===== src/logic/host_ports_defines.vh =====
// constants for the host slave port block
// assumes a single 100 MHz core clock domain
`ifndef HOST_PORTS_DEFINES_VH
`define HOST_PORTS_DEFINES_VH

// port selects in address bits 2..0 (offsets 7, 5, 3 from base)
`define PORT_A_SEL        3'h7
`define PORT_B_SEL        3'h5
`define PORT_C_SEL        3'h3
// local i/o addresses (byte)
`define LOC_STATUS_ADDR   8'hF0
`define LOC_HOST_DATA     8'hE8
`define LOC_HOST_IRQ      8'hB8
// status byte 0 bits
`define SB0_DIAG_BIT      0
`define SB0_HIRQ_BIT      1
`define SB0_LIRQ_BIT      3
`define SB0_LOOP_BIT      6
// local status word bits
`define LSW_MEM_BIT       1
`define LSW_LOW_RESET     8'h00
// status byte 0 after reset: only bit 3 set
`define SB0_RESET         8'h08
`define AM_RESET          6'h00
`define AM_WIDTH          6
// base presets for address bits 15..8 and 7
`define BASE0_HI          8'h00
`define BASE1_HI          8'h7F
`define BASE2_HI          8'h80
`define BASE3_HI          8'hFF
`define BASE0_B7          1'b0
`define BASE1_B7          1'b1
`define BASE2_B7          1'b0
`define BASE3_B7          1'b1
// board reset pulse length in cycles
`define BOARD_RST_CYCLES  4'h8

`endif


===== src/logic/sync2.v =====
// two flip-flop synchroniser, WIDTH bits per instance
// assumes inputs come from pins outside the core_clk domain
`timescale 1ns/1ps
module sync2 #(
	parameter WIDTH = 1
) (
	// clock and reset
	input  wire             core_clk,
	input  wire             srst,
	// data
	input  wire [WIDTH-1:0] async_in,
	output reg  [WIDTH-1:0] sync_out
);
	reg [WIDTH-1:0] stage1;

	// first stage feeds only the second stage
	always @(posedge core_clk) begin
		if (srst) begin
			stage1 <= {WIDTH{1'b0}};
			sync_out <= {WIDTH{1'b0}};
		end else begin
			stage1 <= async_in;
			sync_out <= stage1;
		end
	end
endmodule // sync2


===== src/logic/host_ports.v =====
// host slave ports: decode, status bytes, doorbell, address modifier
// assumes host strobes arrive from the backplane; local bus is on core_clk
`timescale 1ns/1ps
`include "host_ports_defines.vh"
module host_ports (
	// clock and reset
	input  wire        core_clk,
	input  wire        srst,
	// host bus (pins, active low strobes)
	input  wire [31:1] host_addr,
	input  wire        host_as_n,
	input  wire        host_ds0_n,
	input  wire        host_write_n,
	input  wire [7:0]  host_wdata,
	output reg  [7:0]  host_rdata,
	output reg         host_dtack_n,
	input  wire        host_iack_n,
	input  wire        host_iackin_n,
	output wire        host_iackout_n,
	input  wire [2:0]  host_iack_level,
	output wire        host_irq_n,
	// configuration jumpers (pins)
	input  wire [15:0] compare_jumper,
	input  wire        base_select_jumper_hi,
	input  wire        base_select_jumper_lo,
	input  wire        master_width_jumper,
	input  wire        slave_width_jumper,
	input  wire        ack_level_select_b2,
	input  wire        ack_level_select_b1,
	input  wire        ack_level_select_b0,
	// local processor i/o
	input  wire [7:0]  loc_addr,
	input  wire        loc_wr,
	input  wire        loc_rd,
	input  wire [15:0] loc_wdata,
	output reg  [7:0]  loc_rdata,
	// outputs to the board
	output wire        local_irq_input_one,
	output wire        upper_ram_enable,
	output wire        board_reset,
	output wire        master_am_valid,
	output reg  [5:0]  master_am
);
	// synchronised host pins
	wire [31:1] addr_s;
	wire [7:0]  wdata_s;
	wire [2:0]  iack_lvl_s;
	wire        as_s;
	wire        ds_s;
	wire        wr_s;
	wire        iack_s;
	wire        iackin_s;
	wire [15:0] cmp_s;
	wire [7:0]  cfg_s;
	sync2 #(.WIDTH(31 + 8 + 3 + 5 + 16 + 8)) u_sync (
		.core_clk (core_clk),
		.srst     (srst),
		.async_in ({host_addr, host_wdata, host_iack_level, ~host_as_n, ~host_ds0_n,
			~host_write_n, ~host_iack_n, ~host_iackin_n, compare_jumper,
			base_select_jumper_hi, base_select_jumper_lo, master_width_jumper,
			slave_width_jumper, ack_level_select_b2, ack_level_select_b1,
			ack_level_select_b0, 1'b0}),
		.sync_out ({addr_s, wdata_s, iack_lvl_s, as_s, ds_s, wr_s, iack_s, iackin_s,
			cmp_s, cfg_s})
	);

	wire       sel_hi   = cfg_s[7];
	wire       sel_lo   = cfg_s[6];
	wire       m32      = ~cfg_s[5];
	wire       s32      = ~cfg_s[4];
	wire [2:0] ack_lvl  = cfg_s[3:1];

	// state
	reg [15:0] status_word;
	reg        host_irq_flag;
	reg        local_irq_flag;
	reg [7:0]  host_data;
	reg        cycle_done;
	reg        ack_done;
	reg [3:0]  rst_count;

	// address decode
	reg [7:0] base_hi;
	reg       base_b7;
	always @* begin
		if (sel_hi && sel_lo) begin
			base_hi = `BASE3_HI;
			base_b7 = `BASE3_B7;
		end else if (sel_hi) begin
			base_hi = `BASE2_HI;
			base_b7 = `BASE2_B7;
		end else if (sel_lo) begin
			base_hi = `BASE1_HI;
			base_b7 = `BASE1_B7;
		end else begin
			base_hi = `BASE0_HI;
			base_b7 = `BASE0_B7;
		end
	end

	// installed jumper reads 0 and demands a 0 address bit
	wire [15:0] hi_match = ~(addr_s[31:16] ^ cmp_s);
	wire        top_ok   = s32 ? &hi_match : &hi_match[7:0];
	// bits 6..3 deliberately not compared
	wire        low_ok   = (addr_s[15:8] == base_hi) && (addr_s[7] == base_b7);
	wire        hit      = as_s && ds_s && !iack_s && top_ok && low_ok;
	wire [2:0]  port     = {addr_s[2:1], 1'b1};
	wire        is_a     = hit && (port == `PORT_A_SEL);
	wire        is_b     = hit && (port == `PORT_B_SEL);
	wire        is_c     = hit && (port == `PORT_C_SEL) && wr_s;
	wire        start    = (is_a || is_b || is_c) && !cycle_done;

	// interrupt acknowledge on our level only; ack_done keeps the chain
	// blocked after the flag clears, or the ack would leak downstream
	wire        ack_ours = as_s && iack_s && iackin_s && (host_irq_flag || ack_done)
		&& (iack_lvl_s == ack_lvl);
	wire        ack_take = ack_ours && !ack_done;
	// daisy chain passes through when not ours
	assign host_iackout_n = ~(iackin_s && !ack_ours);
	assign host_irq_n     = ~host_irq_flag;

	// local strobes
	wire loc_status_wr = loc_wr && (loc_addr == `LOC_STATUS_ADDR);
	wire loc_hirq_wr   = loc_wr && (loc_addr == `LOC_HOST_IRQ);
	wire loc_data_rd   = loc_rd && (loc_addr == `LOC_HOST_DATA);
	wire host_b_wr     = start && is_b && wr_s;
	wire host_a_wr     = start && is_a && wr_s;

	// status byte 0 assembly; bit 3 of the word is never used
	wire [7:0] status_b0 = {status_word[7], status_word[`SB0_LOOP_BIT],
		status_word[5:4], local_irq_flag, status_word[2],
		host_irq_flag, status_word[`SB0_DIAG_BIT]};

	always @(posedge core_clk) begin
		if (srst) begin
			// high byte kept over reset; it is undefined at power up
			status_word[7:0] <= `LSW_LOW_RESET;
			host_irq_flag    <= 1'b0;
			local_irq_flag   <= 1'b1;
			cycle_done       <= 1'b0;
			ack_done         <= 1'b0;
			host_dtack_n     <= 1'b1;
			host_rdata       <= 8'h00;
			master_am        <= `AM_RESET;
			loc_rdata        <= 8'h00;
			rst_count        <= 4'h0;
		end else begin
			if (loc_status_wr)
				status_word <= loc_wdata;
			// set wins over clear on both flags
			if (loc_hirq_wr)
				host_irq_flag <= 1'b1;
			else if (ack_take)
				host_irq_flag <= 1'b0;
			if (host_b_wr)
				local_irq_flag <= 1'b1;
			else if (loc_data_rd)
				local_irq_flag <= 1'b0;
			if (start && is_c)
				master_am <= wdata_s[`AM_WIDTH-1:0];
			if (start && !wr_s)
				host_rdata <= is_a ? status_word[15:8] : status_b0;
			if (ack_take)
				host_rdata <= {5'h00, ack_lvl};
			if (loc_data_rd)
				loc_rdata <= host_data;
			// hold dtack until the strobe goes away
			if (start || ack_take) begin
				cycle_done   <= start;
				ack_done     <= ack_take;
				host_dtack_n <= 1'b0;
			end else if (!as_s) begin
				cycle_done   <= 1'b0;
				ack_done     <= 1'b0;
				host_dtack_n <= 1'b1;
			end
			if (host_a_wr)
				rst_count <= `BOARD_RST_CYCLES;
			else if (rst_count != 4'h0)
				rst_count <= rst_count - 4'h1;
		end
	end

	// host data register survives reset so a late read still sees it
	always @(posedge core_clk) begin
		if (host_b_wr)
			host_data <= wdata_s;
	end

	assign local_irq_input_one = local_irq_flag;
	assign upper_ram_enable    = status_word[`LSW_MEM_BIT];
	// board reset is fed back as srst by the surrounding board logic
	assign board_reset         = (rst_count != 4'h0);
	assign master_am_valid     = m32;
endmodule // host_ports


===== config.mk =====
export PLATFORM = sky130hd
export DESIGN_NAME = host_ports
export DESIGN_NICKNAME = d
export VERILOG_FILES = /design/src/logic/sync2.v /design/src/logic/host_ports.v
export VERILOG_INCLUDE_DIRS = /design/src /design/src/logic
export SDC_FILE = /design/constraint.sdc
export NUM_CORES = 1
export LEC_CHECK = 0
export BUFFER_PORTS_ARGS = -buffer_cell sky130_fd_sc_hd__buf_2
export CAP_MARGIN = 20
export CORE_ASPECT_RATIO = 0.8
export CORE_MARGIN = 1
export CORE_UTILIZATION = 47
export DETAILED_ROUTE_END_ITERATION = 10
export PLACE_DENSITY_LB_ADDON = 0.15
export REMOVE_ABC_BUFFERS = 1
export SKIP_CTS_REPAIR_TIMING = 1
export SYNTH_ARGS = -nofsm -noshare
export SYNTH_HDL_FRONTEND = slang
export SYNTH_SLANG_ARGS = --single-unit

===== constraint.sdc =====
create_clock -name core_clk -period 3.1 [get_ports core_clk]
set_input_delay 0.31 -clock core_clk [delete_from_list [all_inputs] [get_ports core_clk]]
set_output_delay 0.31 -clock core_clk [all_outputs]
set_load 0.05 [all_outputs]

==> results of run 1 <==
## path summary, 6_finish.rpt
check	start	endpoint	slack (ps)
max reg2reg	u_sync.sync_out[10]$_SDFF_PP0_	host_data[0]$_DFFE_PP_	800
min reg2reg	u_sync.sync_out[39]$_SDFF_PP0_	host_data[7]$_DFFE_PP_	400
max	u_sync.sync_out[10]$_SDFF_PP0_	host_data[0]$_DFFE_PP_	800
min	host_iack_n	u_sync.stage1[25]$_SDFF_PP0_	30
## final cells by class
class / count / area (µm²) / share of cell area, %
multi-input cells: 291 / 1990 / 26.9
flip-flops and latches: 186 / 3880 / 52.5
inverters: 10 / 37.5 / 0.508
clock inverters: 13 / 158 / 2.13
repair buffers: 125 / 651 / 8.80
clock buffers: 19 / 464 / 6.28
well taps: 171 / 214 / 2.89
## state kept, by name (all words and copies together) (netlist names), 4 cells and up
name and cells:
host_data 8, rst_count 4, status_word 15, u_sync.sync_out 66, master_am 6, u_sync.stage1 66
host_rdata 8, loc_rdata 8
## layer usage
layer	up-vias	wire, µm	global-route usage [%]
li1	1919	-	-
met1	1655	4550	19.3
met2	102	4330	24.0
met3	19	609	5.60
met4	0	186	9.14
met5	-	0	0
## kinds of logic (layout without fill, tap and decap cells)
family,count (synthesis),after routing
AND/OR/NAND/NOR,217,217
flip-flops,186,186
buffers and inverters,31,167
multiplexers,29,29
XOR/XNOR,22,22
AO/OA/AOI/OAI,21,21
adder cells (fa/ha/maj),2,2
## stage by stage
stage / area [µm²] / worst slack, ps
3_5_place_dp: 6770 / 768
2_1_floorplan: 5910 / 736
4_1_cts: 7390 / 764
3_3_place_gp: 6770 / 774
5_1_grt: 7390 / 645
6_report: 7390 / 797
## power by group through the flow
stage | clock network (mW) | registers (mW) | logic, mW
after detailed placement | 0 | 2.62 | 0.397
after global routing | 2.35 | 2.57 | 0.429
after floorplan | 0 | 2.61 | 0.253
final | 2.20 | 2.56 | 0.391
after CTS | 2.26 | 2.57 | 0.397
after global placement | 0 | 2.61 | 0.377
## layout by cell type (no fill, tap or decap), types with 2 or more instances in the layout
| cell type | count |
|---|---|
| sky130_fd_sc_hd__nand4_1 | 7 |
| sky130_fd_sc_hd__nor4_4 | 3 |
| sky130_fd_sc_hd__clkinv_2 | 2 |
| sky130_fd_sc_hd__clkbuf_16 | 18 |
| sky130_fd_sc_hd__nor3_1 | 6 |
| sky130_fd_sc_hd__xnor2_1 | 12 |
| sky130_fd_sc_hd__or3_1 | 2 |
| sky130_fd_sc_hd__inv_6 | 2 |
| sky130_fd_sc_hd__buf_2 | 120 |
| sky130_fd_sc_hd__nor3b_1 | 2 |
| sky130_fd_sc_hd__edfxtp_1 | 16 |
| sky130_fd_sc_hd__or4b_1 | 3 |
| sky130_fd_sc_hd__nor4_1 | 7 |
| sky130_fd_sc_hd__a211oi_1 | 5 |
| sky130_fd_sc_hd__inv_1 | 10 |
| sky130_fd_sc_hd__clkinv_4 | 2 |
| sky130_fd_sc_hd__ha_1 | 2 |
| sky130_fd_sc_hd__inv_8 | 2 |
| sky130_fd_sc_hd__o21ai_0 | 3 |
| sky130_fd_sc_hd__buf_4 | 4 |
| sky130_fd_sc_hd__dfxtp_1 | 170 |
| sky130_fd_sc_hd__mux2i_1 | 29 |
| sky130_fd_sc_hd__or4_4 | 2 |
| sky130_fd_sc_hd__nand3b_1 | 2 |
| sky130_fd_sc_hd__nor2b_1 | 127 |
| sky130_fd_sc_hd__bufinv_16 | 2 |
| sky130_fd_sc_hd__nand3_1 | 4 |
| sky130_fd_sc_hd__a21oi_1 | 3 |
| sky130_fd_sc_hd__xor2_1 | 10 |
| sky130_fd_sc_hd__nor2_1 | 37 |
| sky130_fd_sc_hd__nand2_1 | 6 |
| sky130_fd_sc_hd__o211ai_1 | 3 |
## worst register-to-register path, cell delays in order (launching register included)
cell                      delay, ps
sky130_fd_sc_hd__dfxtp_1        310
sky130_fd_sc_hd__xnor2_1        220
sky130_fd_sc_hd__nand4_1        130
sky130_fd_sc_hd__or4_4          560
sky130_fd_sc_hd__or4_1          430
sky130_fd_sc_hd__nor3_2         160
sky130_fd_sc_hd__buf_4          210
==> impl_metrics.yaml, run 1 <==
critical_path:
  worst-setup-path-type: "flip-flop to flip-flop"
  cp.arrival_ps: 2440
  crit_cells: 6
  timing.critical_path.buf_inv: 1
  timing.critical_path.slowest_stage_cell: "sky130_fd_sc_hd__or4_4"
  endpoint_kind: "flip-flop"
  crit_path_start_kind: "flip-flop"
  crit_chain: "xnor2_1 -> nand4_1 -> or4_4 -> or4_1 -> nor3_2 -> buf_4"
  critical_path.max_stage_delay_ps: 560
  number_of_cell_instances_on_the_worst_register_to_register_path: 6
  timing.critical_path.required_ps: 3230
  family_with_the_most_delay_on_the_worst_path: "simple AND/OR/NAND/NOR gates"
  worstPathMaxFanout: 9
synthesis:
  synth_common_cells: "170 x sky130_fd_sc_hd__dfxtp_1, 127 x sky130_fd_sc_hd__nor2b_1, 37 x sky130_fd_sc_hd__nor2_1, 29 x sky130_fd_sc_hd__mux2i_1, 17 x sky130_fd_sc_hd__clkbuf_1"
  synth.avg_cell_area_um2: 11.8
  synth.cell_area_um2: 5990
  postSynthRegisterBits: 186
  synth_adder_area_share_pct: 0.418
  synth-async-reset-ratio_pct: 0
  dominantRegCellSynth: "sky130_fd_sc_hd__dfxtp_1"
  synth_top_cell_area_share_pct: 56.8
  yosys-mux-area-fraction_pct: 4.84
  synth-seq-area-share_pct: 64.8
  synth_xor_area_share_pct: 3.22
  synth_enable_flop_cells: 16
  synthSimpleGateAreaFrac_pct: 22.2
  post_synth_num_cell_types: 43
  synth_top_area_cell: "sky130_fd_sc_hd__dfxtp_1"
  synth_most_common_cell: "sky130_fd_sc_hd__dfxtp_1"
  syn_inst: 508
  synth_warnings: 0
  synth_top_family_by_area: "simple AND/OR/NAND/NOR gates"
  synth_compound_area_share_pct: 2.51
  synthTopCellsByArea: "sky130_fd_sc_hd__dfxtp_1 57%, sky130_fd_sc_hd__nor2b_1 13%, sky130_fd_sc_hd__edfxtp_1 8.0%"
placement:
  place.detailed.hpwl_um: 6650
  port_buffers: 121
  numPlacedInstances: 783
  gp_congestion: 0.778
die:
  die_w_um: 128
  coreArea_um2: 12300
  initial_utilization_pct: 48.7
  ios: 127
  core.rowCount: 36
  die-area_um2: 13200
  chipHeight_um: 103
routing:
  detailroute.via_count: 3695
  final_antenna_violating_net_count: 0
  detail_route.first_pass.iterations: 4
  routed_wire_length_per_instance_um: 11.9
  totalWireLength_um: 9670
  via_density_per_instance: 4.53
  drt_iter0_markers: 150
  drc_errors: 0
job:
  max_cap_violations: 0
timing:
  final_min_period_over_clock_period_pct: 74.3
  setup_tns_ps: 0
  hold_slack_ps: 27.5
  worst_slew_margin_rel_pct: 54.6
  achievable-frequency_mhz: 434
  finalHoldViolations: 0
  max_slew.worst_pin.slew_ps: 679
  setup_repair_after_global_routing_missed_its_margin: "false"
  finalSetupViolCount: 0
  period_needed_ps: 2300
  slew_viol_final: 0
  skew_ps: 5.64
clocking:
  clock_insertion_delay_worst_skew_ps: 430
  htreeDepth: 4
  master_cell_of_the_clock_root_buffer: "sky130_fd_sc_hd__clkbuf_16"
  cts.reportedPaths.clkPinSlew_ps: 70
  cts_tree: "built"
  clk_path_buf_depth: 2
  clock_sink_count: 186
  clock_buffer_count_from_cts: 17
layout:
  fin_nets: 731
  insertedDiodeCount: 0
  post_route_cells_drive_above_1_share_pct: 25.8
  layout.cells.non_filler: 815
  final.fill_count: 1039
  fin_util_pct: 60.1
  area.growth.synth_to_final_pct: 23.4
global_route:
  grt_antenna_before_repair: 0
  global_route_wire_length_before_repair_um: 15300
  vias_in_the_first_global_route: 3243
  grt-ovfl-total: 0
  maximum_number_of_pins_on_one_net_before_global_route_repair: 140
  grt_util_all_layers_pct: 15.7
power:
  power_leakage_nw: 3.03
  p_total_mw: 5.16
  part_of_the_total_power_dissipated_in_sequential_elements_pct: 49.7
  clock_power_share_pct: 42.7
  p_sw_mw: 1.18
  design_internal_power_mw: 3.98
  power.ir.vdd_worst_v: 0.000545
  power_switching_share_pct: 22.8
  power.density_cell_area_nw_per_um2: 698
  combPwrFrac_pct: 7.6
hold_path:
  holdCritPathClass: "input pin to flip-flop"
  min_delay_path_depth: 2
run_status:
  status: "finished clean"
Note: power is estimated with default switching activity, not from simulation.
==> run 2, diff against run 1 <==
==> constraint.sdc (replaced) <==
create_clock -name core_clk -period 2 [get_ports core_clk]
set_input_delay 0.2 -clock core_clk [delete_from_list [all_inputs] [get_ports core_clk]]
set_output_delay 0.2 -clock core_clk [all_outputs]
set_load 0.05 [all_outputs]
==> run 2 against run 1 <==
  * The flow now finishes with violations (negative hold slack, negative setup slack)
  * Core utilization up 5.5 points
  * Design area up 9.2%
  * Die area unchanged
  * Worst hold slack worse by 40 ps
  * Critical endpoint unchanged
  * Largest cell class unchanged
  * Sequential share of layout area down 4.4 points
==> impl_metrics.yaml, run 2 (synthesis gave the netlist of run 1 again) <==
critical_path:
  crit_chain: "xnor2_2 -> nand4_1 -> or4_4 -> or4_4 -> nor3_4 -> buf_6"
  crit_path_start: "u_sync.sync_out[54]$_SDFF_PP0_"
  setup.reg_to_reg.worst_slack_ps: -190
  cp_common_cell: "sky130_fd_sc_hd__or4_4"
  crit_path_end: "host_data[0]$_DFFE_PP_"
  crit_path_start_kind: "flip-flop"
  critical_path.max_stage_delay_ps: 500
  endpoint_kind: "flip-flop"
  timing.critical_path.required_ps: 2140
  startpoint_of_the_lowest_slack_register_to_register_path: "u_sync.sync_out[54]$_SDFF_PP0_"
  timing.critical_path.slowest_stage_cell: "sky130_fd_sc_hd__or4_4"
  worstPathMaxFanout: 5
  worst-setup-path-type: "flip-flop to flip-flop"
  number_of_cell_instances_on_the_worst_register_to_register_path: 6
  r2r-end: "host_data[0]$_DFFE_PP_"
  cp.arrival_ps: 2330
layout:
  area.growth.synth_to_final_pct: 34.7
  biggestRegsByFlops: "u_sync.stage1 (66), u_sync.sync_out (66), status_word (15)"
  fin_util_pct: 65.6
  layout_commonest_cell: "sky130_fd_sc_hd__dfxtp_1"
  post_route_cells_drive_above_1_share_pct: 29.6
  insertedDiodeCount: 0
  layout.cells.non_filler: 871
  leading_cell_types_in_the_layout_fill_and_taps_excluded: "166 x sky130_fd_sc_hd__dfxtp_1, 127 x sky130_fd_sc_hd__nor2b_1, 120 x sky130_fd_sc_hd__buf_2, 37 x sky130_fd_sc_hd__nor2_1, 37 x sky130_fd_sc_hd__dlygate4sd3_1"
  fin_nets: 787
die:
  die_w_um: 128
  coreArea_um2: 12300
  ios: 127
  core.rowCount: 36
  die-area_um2: 13200
  initial_utilization_pct: 48.7
  chipHeight_um: 103
clocking:
  clock_insertion_delay_worst_skew_ps: 420
  cts_tree: "built"
  clk_path_buf_depth: 2
  cts.reportedPaths.clkPinSlew_ps: 70
  htreeDepth: 4
  clock_buffer_count_from_cts: 17
  clock_sink_count: 186
  master_cell_of_the_clock_root_buffer: "sky130_fd_sc_hd__clkbuf_16"
routing:
  detailroute.via_count: 3886
  detail_route.first_pass.iterations: 4
  wl_met1_um: 4940
  totalWireLength_um: 10600
  drt_iter0_markers: 209
  wl_met2_um: 5030
  highest_layer: "met4"
  drc_errors: 0
  routed_wire_length_per_instance_um: 12.2
  dr_wl_met3_um: 546
  via_density_per_instance: 4.46
  final_antenna_violating_net_count: 0
power:
  power.density_cell_area_nw_per_um2: 992
  power.ir.vdd_worst_v: 0.00109
  power_leakage_nw: 3.31
job:
  max_cap_violations: 0
placement:
  place.detailed.hpwl_um: 6940
  numPlacedInstances: 798
  port_buffers: 121
  gp_congestion: 0.784
  placement.setup.worst_slack_ps: -275
timing:
  setup_repair_after_global_routing_missed_its_margin: "true"
  period_needed_ps: 2190
  skew_ps: 9.69
  finalSetupViolCount: 27
  finalHoldViolations: 8
  worst_slew_margin_rel_pct: 58.8
  setup_ws_ps: -190
  slew_viol_final: 0
  achievable-frequency_mhz: 457
  max_slew.worst_pin.slew_ps: 613
  final_min_period_over_clock_period_pct: 110
  hold_slack_ps: -12.5
run_status:
  failed_checks: "negative hold slack, negative setup slack"
  status: "finished, violations left"
hold_path:
  min_from: "host_iack_level[0]"
  holdCritPathClass: "input pin to flip-flop"
global_route:
  grt-ovfl-total: 0
  vias_in_the_first_global_route: 3457
  grt_util_all_layers_pct: 15.8
  grt_antenna_before_repair: 0
  global_route_wire_length_before_repair_um: 15800
  maximum_number_of_pins_on_one_net_before_global_route_repair: 155
## run 2: where the power goes
part | internal, mW | switching (mW) | total, mW
clock network | 1.81 | 1.49 | 3.30
logic | 0.373 | 0.361 | 0.734
registers | 3.91 | 0.0671 | 3.98
## run 2: final cells by class
type / instances / area (µm²)
inverters: 10 / 37.5
well taps: 171 / 214
repair buffers: 181 / 1220
multi-input cells: 291 / 2120
flip-flops and latches: 186 / 3890
clock buffers: 18 / 439
fillers: 937 / 4220
clock inverters: 14 / 153
## run 2: metal layers
| metal | up-vias | track usage (%) |
|---|---|---|
| met5 | - | 0 |
| met4 | 0 | 5.70 |
| met3 | 14 | 4.77 |
| met2 | 107 | 25.9 |
| met1 | 1735 | 19.9 |
| li1 | 2030 | - |
## run 2: per-stage QoR
step	total power, mW	setup TNS (ps)	area (µm²)
2_1_floorplan	4.43	-6250	5910
3_3_place_gp	4.69	-3760	6910
3_5_place_dp	4.72	-5560	6910
4_1_cts	8.00	-6610	7500
5_1_grt	8.33	-6720	8070
6_report	8.01	-3570	8070
## run 2: worst min-delay path by stage
| stage | slack, ps | depth (start not counted) | end |
|---|---|---|---|
| after floorplan | 270 | 1 | u_sync.stage1[24]$_SDFF_PP0_ |
| after global placement | 360 | 2 | u_sync.stage1[27]$_SDFF_PP0_ |
| after detailed placement | 360 | 2 | u_sync.stage1[27]$_SDFF_PP0_ |
| after CTS | -90 | 2 | u_sync.stage1[25]$_SDFF_PP0_ |
| after global routing | -2 | 2 | u_sync.stage1[5]$_SDFF_PP0_ |
| final | -10 | 2 | u_sync.stage1[29]$_SDFF_PP0_ |
## run 2: critical path, delay by kind of cell, from the launching register on
family	cells	cell delay [ps]
xor gates and xnor gates	1	170
buffers and inverters	1	160
DFF	1	330
and+or+nand+nor	4	1260
